[config.mk]
export PLATFORM = sky130hd
export DESIGN_NAME = sbc_rx_out
export DESIGN_NICKNAME = d
export VERILOG_FILES = /design/src/hw/sbc_pkg.sv /design/src/hw/sbc_word_if.sv /design/src/hw/sbc_rx_out.sv /design/src/hw/sbc_deser.sv
export SDC_FILE = /design/constraint.sdc
export NUM_CORES = 1
export LEC_CHECK = 0
export BUFFER_PORTS_ARGS = -buffer_cell sky130_fd_sc_hd__buf_2
export CAP_MARGIN = 30
export CORE_MARGIN = 2
export CORE_UTILIZATION = 53
export CTS_BUF_LIST = sky130_fd_sc_hd__clkbuf_8
export DETAILED_ROUTE_END_ITERATION = 16
export PLACE_DENSITY_LB_ADDON = 0.12
export SKIP_CTS_REPAIR_TIMING = 1
export SYNTH_ARGS = -nofsm -noshare
export SYNTH_HDL_FRONTEND = slang
export SYNTH_HIERARCHICAL = 1
export SYNTH_SLANG_ARGS = --single-unit
[constraint.sdc]
create_clock -name clk -period 1.01 [get_ports clk]
set_input_delay 0.2525 -clock clk [delete_from_list [all_inputs] [get_ports clk]]
set_output_delay 0.2525 -clock clk [all_outputs]
set_load 0.01 [all_outputs]
[src/hw/sbc_pkg.sv]
// Shared constants for the receive byte-clock output block.
package sbc_pkg;
    localparam int WORD_W = 10;
    localparam logic [3:0] WORD_BITS = 4'hA;
    // Comma pattern 0011111XXX in arrival order; the first arrival sits in bit 0.
    localparam logic [6:0] COMMA_BITS = 7'h7C;
    // After a comma's seven leading bits, three bits remain in the word.
    localparam logic [3:0] COMMA_BIT_CNT = 4'h7;
    localparam logic [WORD_W-1:0] LOSS_WORD = 10'h3FF;
    localparam int SIG_THRESH_MV = 50;
    localparam int BYTE_CLK_KHZ = 62500;
    localparam int BYTE_CLK_PHASE_DEG = 180;
    localparam int SYS_CLK_KHZ = 50000;
    localparam logic BYTE_CLK0_RESET = 1'h0;
endpackage

[src/hw/sbc_word_if.sv]
// Carrier for assembled code words between deserializer and output stage.
`timescale 1ns/100ps
`default_nettype none
interface sbc_word_if;
    import sbc_pkg::*;
    logic [WORD_W-1:0] word;
    logic word_valid;
    logic comma;
    modport src (output word, output word_valid, output comma);
    modport dst (input word, input word_valid, input comma);
endinterface
`default_nettype wire

[src/hw/sbc_rx_out.sv]
// Receive output stage: signal-present flag, parallel words and paired byte clocks.
`timescale 1ns/100ps
`default_nettype none
module sbc_rx_out
    import sbc_pkg::*;
(
    // Clock and reset.
    input wire logic clk,
    input wire logic sys_rst,
    // Line side: comparator result and recovered serial bits.
    input wire logic line_above_thresh,
    input wire logic rx_bit,
    input wire logic rx_bit_valid,
    // Host control pin.
    input wire logic comma_align_enable,
    // Host outputs.
    output logic line_signal_present,
    output logic [WORD_W-1:0] rx_word,
    output logic [1:0] rx_byte_clk,
    output logic comma_found
);
    // Synchronised pins.
    logic [1:0] pin_raw;
    logic [1:0] pin_meta_q;
    logic [1:0] pin_sync_q;
    logic sig_sync;
    logic en_sync;
    // Output stage.
    logic present_q;
    logic [WORD_W-1:0] word_q;
    logic comma_word_q;
    logic comma_q;
    // Byte-clock pair.
    logic clk0_q;
    logic clk1_q;
    logic take_word;
    logic take_comma;
    logic early_drop;
    logic advance;

    // The pair either waits for a word or owes it one clock step.
    typedef enum logic {
        PAIR_IDLE = 1'h0,
        PAIR_ARMED = 1'h1
    } sbc_pair_state_t;

    sbc_pair_state_t pair_q;
    sbc_pair_state_t pair_d;

    sbc_word_if wif ();

    // High when an assembled word arrives while the line is present.
    function automatic logic word_arrives(
        input logic valid,
        input logic line_ok
    );
        return valid && line_ok;
    endfunction

    // High when an arriving word is a comma and alignment is switched in.
    function automatic logic comma_arrives(
        input logic valid,
        input logic line_ok,
        input logic comma,
        input logic align_on
    );
        return word_arrives(valid, line_ok) && comma && align_on;
    endfunction

    // Both pins are asynchronous to clk, so each passes two flip-flops before use;
    // bit 0 carries the comparator and bit 1 the align enable.
    assign pin_raw = {comma_align_enable, line_above_thresh};

    always_ff @(posedge clk) begin
        if (sys_rst) begin
            pin_meta_q <= 2'h0;
            pin_sync_q <= 2'h0;
        end else begin
            pin_meta_q <= pin_raw;
            pin_sync_q <= pin_meta_q;
        end
    end

    // Only the second stage of each synchroniser is read by logic.
    assign sig_sync = pin_sync_q[0];
    assign en_sync = pin_sync_q[1];

    // Signal-present trails the comparator pin by three clock edges.
    always_ff @(posedge clk) begin
        if (sys_rst) begin
            present_q <= 1'h0;
        end else begin
            present_q <= sig_sync;
        end
    end

    // Bits are assembled into words here, and commas reset the framing.
    sbc_deser u_deser (
        .clk(clk),
        .sys_rst(sys_rst),
        .bit_in(rx_bit),
        .bit_valid(rx_bit_valid),
        .align_en(en_sync),
        .line_ok(sig_sync),
        .out(wif.src)
    );

    // Words are taken only while the synchronised line is present.
    assign take_word = word_arrives(wif.word_valid, sig_sync);
    assign take_comma = comma_arrives(wif.word_valid, sig_sync, wif.comma, en_sync);
    // A comma that finds clock one already high drops it first, so that its next
    // rising edge still meets the comma word. Clock zero then rises with the comma
    // word as well, and a host that takes both edges sees that word twice.
    assign early_drop = take_comma && clk1_q;
    // The owed clock step is taken in the cycle after the word lands.
    assign advance = (pair_q == PAIR_ARMED) && !take_word;

    // Data is set up one cycle ahead of the byte clock edge that captures it, except the clock-zero edge of an early drop.
    // Loss of signal overrides any word in flight and shows all ones.
    always_ff @(posedge clk) begin
        if (sys_rst || !sig_sync) begin
            word_q <= LOSS_WORD;
        end else if (take_word) begin
            word_q <= wif.word;
        end
    end

    // The comma mark is kept only while alignment is switched in.
    always_ff @(posedge clk) begin
        if (sys_rst || !sig_sync) begin
            comma_word_q <= 1'h0;
        end else if (take_word) begin
            comma_word_q <= wif.comma && en_sync;
        end
    end

    // A taken word arms the pair; the following cycle without a word steps it.
    always_comb begin
        pair_d = pair_q;
        case (pair_q)
            PAIR_IDLE: begin
                if (take_word) begin
                    pair_d = PAIR_ARMED;
                end
            end
            PAIR_ARMED: begin
                if (!take_word) begin
                    pair_d = PAIR_IDLE;
                end
            end
            default: begin
                pair_d = PAIR_IDLE;
            end
        endcase
    end

    // The pair state resets idle, with no clock step owed.
    always_ff @(posedge clk) begin
        if (sys_rst) begin
            pair_q <= PAIR_IDLE;
        end else begin
            pair_q <= pair_d;
        end
    end

    // The pair is stepped from clk once per word, so its rate is half the word
    // rate of the stream; rising edges alternate between the two clocks.
    always_ff @(posedge clk) begin
        if (sys_rst) begin
            clk0_q <= BYTE_CLK0_RESET;
        end else if (early_drop) begin
            clk0_q <= 1'h1;
        end else if (advance) begin
            if (comma_word_q) begin
                clk0_q <= 1'h0;
            end else begin
                clk0_q <= ~clk0_q;
            end
        end
    end

    // Clock one is always the complement of clock zero.
    always_ff @(posedge clk) begin
        if (sys_rst) begin
            clk1_q <= ~BYTE_CLK0_RESET;
        end else if (early_drop) begin
            clk1_q <= 1'h0;
        end else if (advance) begin
            if (comma_word_q) begin
                clk1_q <= 1'h1;
            end else begin
                clk1_q <= clk0_q;
            end
        end
    end

    // Comma-found stands with the comma word and is forced low when disabled.
    // It changes with the clock edge, so the host reads it together with the word.
    always_ff @(posedge clk) begin
        if (sys_rst || !en_sync) begin
            comma_q <= 1'h0;
        end else if (advance) begin
            comma_q <= comma_word_q;
        end
    end

    // Every output is a flop, so the host sees no decode glitches.
    assign line_signal_present = present_q;
    assign rx_word = word_q;
    assign rx_byte_clk = {clk1_q, clk0_q};
    assign comma_found = comma_q;
endmodule
`default_nettype wire

[src/hw/sbc_deser.sv]
// Serial-to-parallel word assembly with comma-based boundary alignment.
`timescale 1ns/100ps
`default_nettype none
module sbc_deser
    import sbc_pkg::*;
(
    // Clock and reset.
    input wire logic clk,
    input wire logic sys_rst,
    // Recovered serial stream and controls.
    input wire logic bit_in,
    input wire logic bit_valid,
    input wire logic align_en,
    input wire logic line_ok,
    // Assembled words.
    sbc_word_if.src out
);
    logic [WORD_W-1:0] shift_q;
    logic [WORD_W-1:0] shift_d;
    logic [3:0] cnt_q;
    logic comma_q;
    logic comma_hit;

    // New bits enter at the top, so the first bit of a word ends in bit 0.
    assign shift_d = {bit_in, shift_q[WORD_W-1:1]};
    assign comma_hit = align_en && (shift_d[WORD_W-1:3] == COMMA_BITS);

    always_ff @(posedge clk) begin
        if (sys_rst || !line_ok) begin
            shift_q <= '0;
        end else if (bit_valid) begin
            shift_q <= shift_d;
        end
    end

    // A comma restarts the word count so the comma heads the next word.
    always_ff @(posedge clk) begin
        if (sys_rst || !line_ok) begin
            cnt_q <= '0;
            comma_q <= 1'h0;
        end else if (bit_valid) begin
            if (comma_hit) begin
                cnt_q <= COMMA_BIT_CNT;
                comma_q <= 1'h1;
            end else if (cnt_q == WORD_BITS - 4'h1) begin
                cnt_q <= '0;
                comma_q <= 1'h0;
            end else begin
                cnt_q <= cnt_q + 4'h1;
            end
        end
    end

    always_ff @(posedge clk) begin
        if (sys_rst) begin
            out.word <= '0;
            out.word_valid <= 1'h0;
            out.comma <= 1'h0;
        end else begin
            out.word_valid <= line_ok && bit_valid && !comma_hit
                              && (cnt_q == WORD_BITS - 4'h1);
            out.word <= shift_d;
            out.comma <= comma_q && align_en;
        end
    end
endmodule
`default_nettype wire

==> metrics, run 1 <==
area added between synthesis and finish=29.3%; synth warn=6; Longest Clk Path Bufs=2; worst min-delay path category=in -> reg; Cell Count, Final, Fillers Out=220; worst reg2reg path depth=3; gr usage total=18.5%; Seq/Total Area, Yosys=56.6%; 1st-iter DRT viols=26; FMAX=0.907 GHz; clock sink total=46; die width=59.4 um; RSZ-0062 raised after global routing=yes; Async SR Flop Fraction=0%; Register Area=947 um^2; final critical-path required period=1.10 ns; #FFs+latches synth=46; vias per inst=5.06; area of the multi-input gates=667 um^2; final-layout fill cell count=237; area share of the largest cell type after synthesis=56.6%; GPL Wtd Cong=0.737; DR vias=1,114; worst-case vdd ir drop=1.10 mV; PwrDens=1530 nW/um^2; Post-Syn Instances=148; Final setup viols=7; number of global-route vias before repair=1,103; Slew HR=80.1%; clock-pin slew on the worst setup and hold paths=0.08 ns; Final Max Tran Viols=0; H-tree levels=2; layout cells sized above 1=41.7%; total placed instance area=1860 um^2; Arr. time, crit path=1.32 ns; initial antenna violation count=0; I/O Buffers=19; Final Hold Vio Count=0; Post-synth EDFFs=0; library cells used by synthesis=29; CORE AREA=2980 um^2; largest net degree at the start of global routing=14; most numerous cell in the Yosys netlist=dfxtp_1; # rows=20; Util after Layout=70.6%; Initial Utilization=54.6%; fin worst setup slack=-0.0927 ns; Syn Nets=154; status=finished with violations; CP max FO=5; Synth area leaders=dfxtp_1, mux2i_1, nor2b_1; final critical-path share of the clock period=109%; Synth area leader=dfxtp_1; pre-CTS WS=-0.0964 ns; Synth top cells by count=dfxtp_1, mux2i_1, nor2b_1, nand2_1, nor2_1; crit end category=register; WL/cell=13.5 um; Main synth FF type=dfxtp_1; total congestion overflow=0; Residual DRC=0; Total Wirelength=2970 um; Design Area, Final=2100 um^2; leakage power=0.810 nW; Final nets=192; setup TNS=-0.399 ns; WS Path Type=reg -> reg; Post-Place Cells=211; placed wire-length estimate=2040 um; CTS tree=built; Max Cap Viol=0; failing checks=setup timing; Worst-Margin Slew=0.297 ns; Worst EP required=1.23 ns; CTS root buf=clkbuf_8; die area=3530 um^2; Num CTS Buffers=5; first-pass GRT wire length=4740 um; Hold WS=0.167 ns; die height=59.4 um; Hold Path Stages=2; clk_lat worst skew=0.30 ns; Startpoint Class=register; total power=3.21 mW; first drt pass iteration count=4; ant diodes=0; # IOs=20; Clock Skew=0.00925 ns; antenna-violating nets left=0; mapped cell area=1630 um^2; Syn Area/Cell=11.0 um^2
## critical path: stages (launching register included)
cell	delay, ns
dfxtp_1	0.38
nand2_2	0.11
or3b_1	0.36
a31oi_1	0.19
## state kept, by name, indices dropped and copies added (netlist names)
signal and count:
pair_q 1, comma_found 1, clk0_q 1, pin_sync_q 2
u_deser/out.word 10, u_deser/comma_q 1, line_signal_present 1, rx_word 10
u_deser/out.word_valid 1, comma_word_q 1, u_deser/cnt_q 4, u_deser/out.comma 1
clk1_q 1, u_deser/shift_q 9, pin_meta_q 2
## path summary, 6_finish.rpt
kind	start	to	slack, ns
setup / recovery	u_deser/cnt_q[0]	u_deser/cnt_q[1]	-0.09
hold / removal	line_above_thresh	pin_meta_q[0]	0.17
setup reg to reg	u_deser/cnt_q[0]	u_deser/cnt_q[1]	-0.09
hold reg to reg	u_deser/comma_q	u_deser/out.comma	0.44
## cells by family after synthesis
group	after synthesis	share of synthesized area (%)
xor gates and xnor gates	1	0.539
DFF	46	56.6
AOI/OAI and AO/OA	11	5.69
buffers and inverters	9	3.69
and+or+nand+nor	60	20.5
muxes	21	12.9
## cell usage in the layout, fill, tap and decap left out, drive strengths merged
cell type,n
xor2,1
dfxtp,46
o31ai,1
or3b,1
a21oi,4
nor4bb,1
buf,40
a21boi,2
bufinv,1
and2,2
nand2b,3
inv,2
nor2,13
nand3,2
nor2b,16
a211o,1
nor3b,2
nand2,15
a31o,1
a31oi,1
a2111oi,1
mux2i,21
and4,2
nand4,1
clkbuf,5
nor3,2
## per-layer routing
metal | part of all wire (%) | up-vias | wire length, um | track usage (%)
met4 | 1.5 | 0 | 45 | 7.79
met3 | 3.0 | 5 | 89 | 5.90
li1 | - | 572 | - | -
met1 | 44 | 518 | 1320 | 20.3
met5 | 0 | - | 0 | 0
met2 | 51 | 19 | 1510 | 32.5
## layout make-up
class / instances / area share [%]
tap: 33 / 1.96
clock buffer: 5 / 3.27
sequential: 46 / 45.0
multi-input combinational: 93 / 31.7
timing repair buffer: 40 / 16.2
clock inverter: 3 / 1.78
## power by group
part | total (mW) | internal (mW) | switching [mW]
Combinational | 0.0921 | 0.0451 | 0.0470
Clock | 1.29 | 0.720 | 0.570
Sequential | 1.83 | 1.82 | 0.00784
Total | 3.21 | 2.59 | 0.625
Note: power is estimated with default switching activity, not from simulation.
==> run 2: changes to the inputs <==
- GPL_TIMING_DRIVEN: default -> 0
==> metrics, run 2 (synthesis gave the netlist of run 1 again) <==
Max Cap Viol=0; failing checks=setup timing; CP max FO=3; clock-pin slew on the worst setup and hold paths=0.07 ns; I/O Buffers=18; initial antenna violation count=0; vias per inst=5.22; pre-CTS WS=-0.187 ns; number of global-route vias before repair=906; placed wire-length estimate=1770 um; # IOs=20; 1st-iter DRT viols=14; gr usage total=15.3%; first drt pass iteration count=4; largest net degree at the start of global routing=13; status=finished with violations; met1 Usage GRT=17.5%; die width=59.4 um; WS Path Type=reg -> reg; DR vias=1,085; first-pass GRT wire length=3820 um; Final Hold Vio Count=0; GR Layer Usage met3=3.93%; area added between synthesis and finish=24.7%; RSZ-0062 raised after global routing=yes; # rows=20; crit end category=register; Initial Utilization=54.6%; CTS root buf=clkbuf_8; global route hottest layer=met2; Post-Place Cells=199; Arr. time, crit path=1.32 ns; H-tree levels=2; final critical-path share of the clock period=110%; Final Max Tran Viols=0; worst-case vdd ir drop=0.892 mV; clock sink total=46; GR Layer Usage met2=24.2%; clk_lat worst skew=0.29 ns; most frequent cells in the layout=dfxtp_1, mux2i_1, dfxtp_2; Num CTS Buffers=5; FMAX=0.896 GHz; Startpoint Class=register; total power=2.95 mW; Residual DRC=0; final-layout fill cell count=230; Slew HR=69.0%; Total Wirelength=2710 um; most common cell after layout, fill and taps aside=dfxtp_1; CTS tree=built; GPL Wtd Cong=0.756; Cell Count, Final, Fillers Out=208; die height=59.4 um; layout cells sized above 1=38.3%; Worst EP required=1.22 ns; ant diodes=0; final critical-path required period=1.12 ns; Clock Skew=0.00336 ns; WL/cell=13.0 um; CORE AREA=2980 um^2; Util after Layout=68.1%; worst min-delay path category=in -> reg; Longest Clk Path Bufs=2; fin worst setup slack=-0.106 ns; PwrDens=1460 nW/um^2; Final nets=182; Worst-Margin Slew=0.465 ns; Hold WS=0.171 ns; leakage power=0.741 nW; antenna-violating nets left=0; die area=3530 um^2; Final setup viols=9; total congestion overflow=0
[run 2: critical path, stage by stage (launching register included)]
cell and delay (ns):
dfxtp_4 0.35, nor4bb_4 0.34, nand3_2 0.15, a31oi_1 0.19
[run 2: layout make-up]
| type | instances | area, um^2 | area share, % |
|---|---|---|---|
| Buffer | 8 | 77.6 | 3.82 |
| Sequential cell | 46 | 952 | 46.9 |
| Clock buffer | 6 | 82.6 | 4.07 |
| Timing Repair Buffer | 22 | 206 | 10.2 |
| Multi-Input combinational cell | 93 | 668 | 32.9 |
| Tap cell | 33 | 41.3 | 2.04 |
[run 2: where the power goes]
part           switching [mW]  internal [mW]  total [mW]
combinational          0.0445         0.0350      0.0794
sequential            0.00669           1.82        1.83
clock                   0.519          0.527        1.05
total                   0.570           2.38        2.95
[run 2: final timing paths]
path | start | endpoint | slack (ns) | cells after the start
setup / recovery | pin_sync_q[1] | u_deser/cnt_q[1] | -0.11 | 3
hold / removal | line_above_thresh | pin_meta_q[0] | 0.17 | 2
setup reg to reg | pin_sync_q[1] | u_deser/cnt_q[1] | -0.11 | 3
hold reg to reg | pin_meta_q[1] | pin_sync_q[1] | 0.44 | 1
[run 2: through the flow]
stage | area (um^2) | setup TNS (ns)
2_1_floorplan | 1630 | -0.00674
6_report | 2030 | -0.487
4_1_cts | 1840 | -2.43
3_3_place_gp | 1760 | -3.59
5_1_grt | 2030 | -1.06
3_5_place_dp | 1760 | -3.95
[run 2: metal layers]
layer | up-vias | share of wire [%]
met5 | - | 0
met4 | 0 | 1.4
met3 | 4 | 3.0
met2 | 20 | 51
met1 | 513 | 44
li1 | 548 | -
==> run 3: changes to the inputs <==
- REMOVE_ABC_BUFFERS: default -> 1
==> metrics, run 3 (synthesis gave the netlist of run 1 again) <==
Num CTS Buffers=5; setup TNS=-0.713 ns; leakage power=0.714 nW; fin worst setup slack=-0.142 ns; area added between synthesis and finish=22.1%; Final Hold Vio Count=0; clock-pin slew on the worst setup and hold paths=0.08 ns; Final setup viols=8; Longest Clk Path Bufs=2; ant diodes=0; Slew HR=74.5%; antenna-violating nets left=0; crit end category=register; WL/cell=13.3 um; # IOs=20; Max Cap Viol=0; largest net degree at the start of global routing=21; CP max FO=3; Residual DRC=0; Worst-Margin Slew=0.383 ns; delay of the slowest critical-path stage=0.38 ns; CTS tree=built; Total Wirelength=2690 um; final critical-path required period=1.15 ns; crit-path cells=nand4_1, xor2_1, a2111oi_4; most common cell after layout, fill and taps aside=dfxtp_1; I/O Buffers=19; Worst EP required=1.21 ns; pre-CTS WS=-0.630 ns; Util after Layout=66.7%; Final Max Tran Viols=0; crit path buf inv count=0; clock sink total=46; FMAX=0.868 GHz; # rows=20; PwrDens=1460 nW/um^2; DR vias=1,036; Startpoint Class=register; status=finished with violations; Post-Place Cells=191; clk_lat worst skew=0.30 ns; number of global-route vias before repair=939; GPL Wtd Cong=0.747; first drt pass iteration count=4; Cell Count, Final, Fillers Out=202; delay-heaviest family, CP=flip-flops; 1st-iter DRT viols=18; gr usage total=15.7%; Design Area, Final=1990 um^2; worst min-delay path category=in -> reg; Hold WS=0.159 ns; die height=59.4 um; worst-case vdd ir drop=1.12 mV; CORE AREA=2980 um^2; critical path's slowest cell=dfxtp_1; Initial Utilization=54.6%; final critical-path share of the clock period=114%; Clock Skew=0.00524 ns; most frequent cells in the layout=dfxtp_1, mux2i_1, nor2b_1, dfxtp_2; H-tree levels=2; CTS root buf=clkbuf_8; Arr. time, crit path=1.35 ns; Final nets=175; die width=59.4 um; total placed instance area=1700 um^2; failing checks=setup timing; vias per inst=5.13; layout cells sized above 1=34.9%; RSZ-0062 raised after global routing=yes; WS Path Type=reg -> reg; first-pass GRT wire length=4040 um; placed wire-length estimate=1600 um; total power=2.90 mW; total congestion overflow=0; initial antenna violation count=0; die area=3530 um^2
[run 3: cell count changes in the layout (fill, tap and decap cells not counted), moves of 2 or more]
cell	change
dfxtp_2	-4
buf_2	-3
buf_4	-3
dfxtp_1	+3
buf_6	+2
inv_1	+2
[run 3: path summary, 6_finish.rpt]
| check | startpoint | to | slack, ns | cells past startpoint |
|---|---|---|---|---|
| worst max-delay path | u_deser/cnt_q[2] | u_deser/cnt_q[3] | -0.14 | 3 |
| worst min-delay path | comma_align_enable | pin_meta_q[1] | 0.16 | 2 |
| worst max register to register | u_deser/cnt_q[2] | u_deser/cnt_q[3] | -0.14 | 3 |
| worst min register to register | u_deser/comma_q | u_deser/out.comma | 0.43 | 2 |
[run 3: layout make-up]
type	instances	area [um^2]
Sequential cell	46	951
Fill cell	243	992
Clock inverter	2	7.51
Clock buffer	5	68.8
Tap cell	33	41.3
Timing Repair Buffer	23	225
Multi-Input combinational cell	93	692
[run 3: metal layers]
layer	vias to the layer above	wire length, um	track usage (%)
li1	537	-	-
met1	481	1230	18.5
met2	16	1330	24.8
met3	2	117	7.21
met4	0	10	5.84
met5	-	0	0
[run 3: power breakdown]
group | internal (mW) | switching (mW)
Clock | 0.456 | 0.548
Sequential | 1.82 | 0.00725
Combinational | 0.0323 | 0.0432
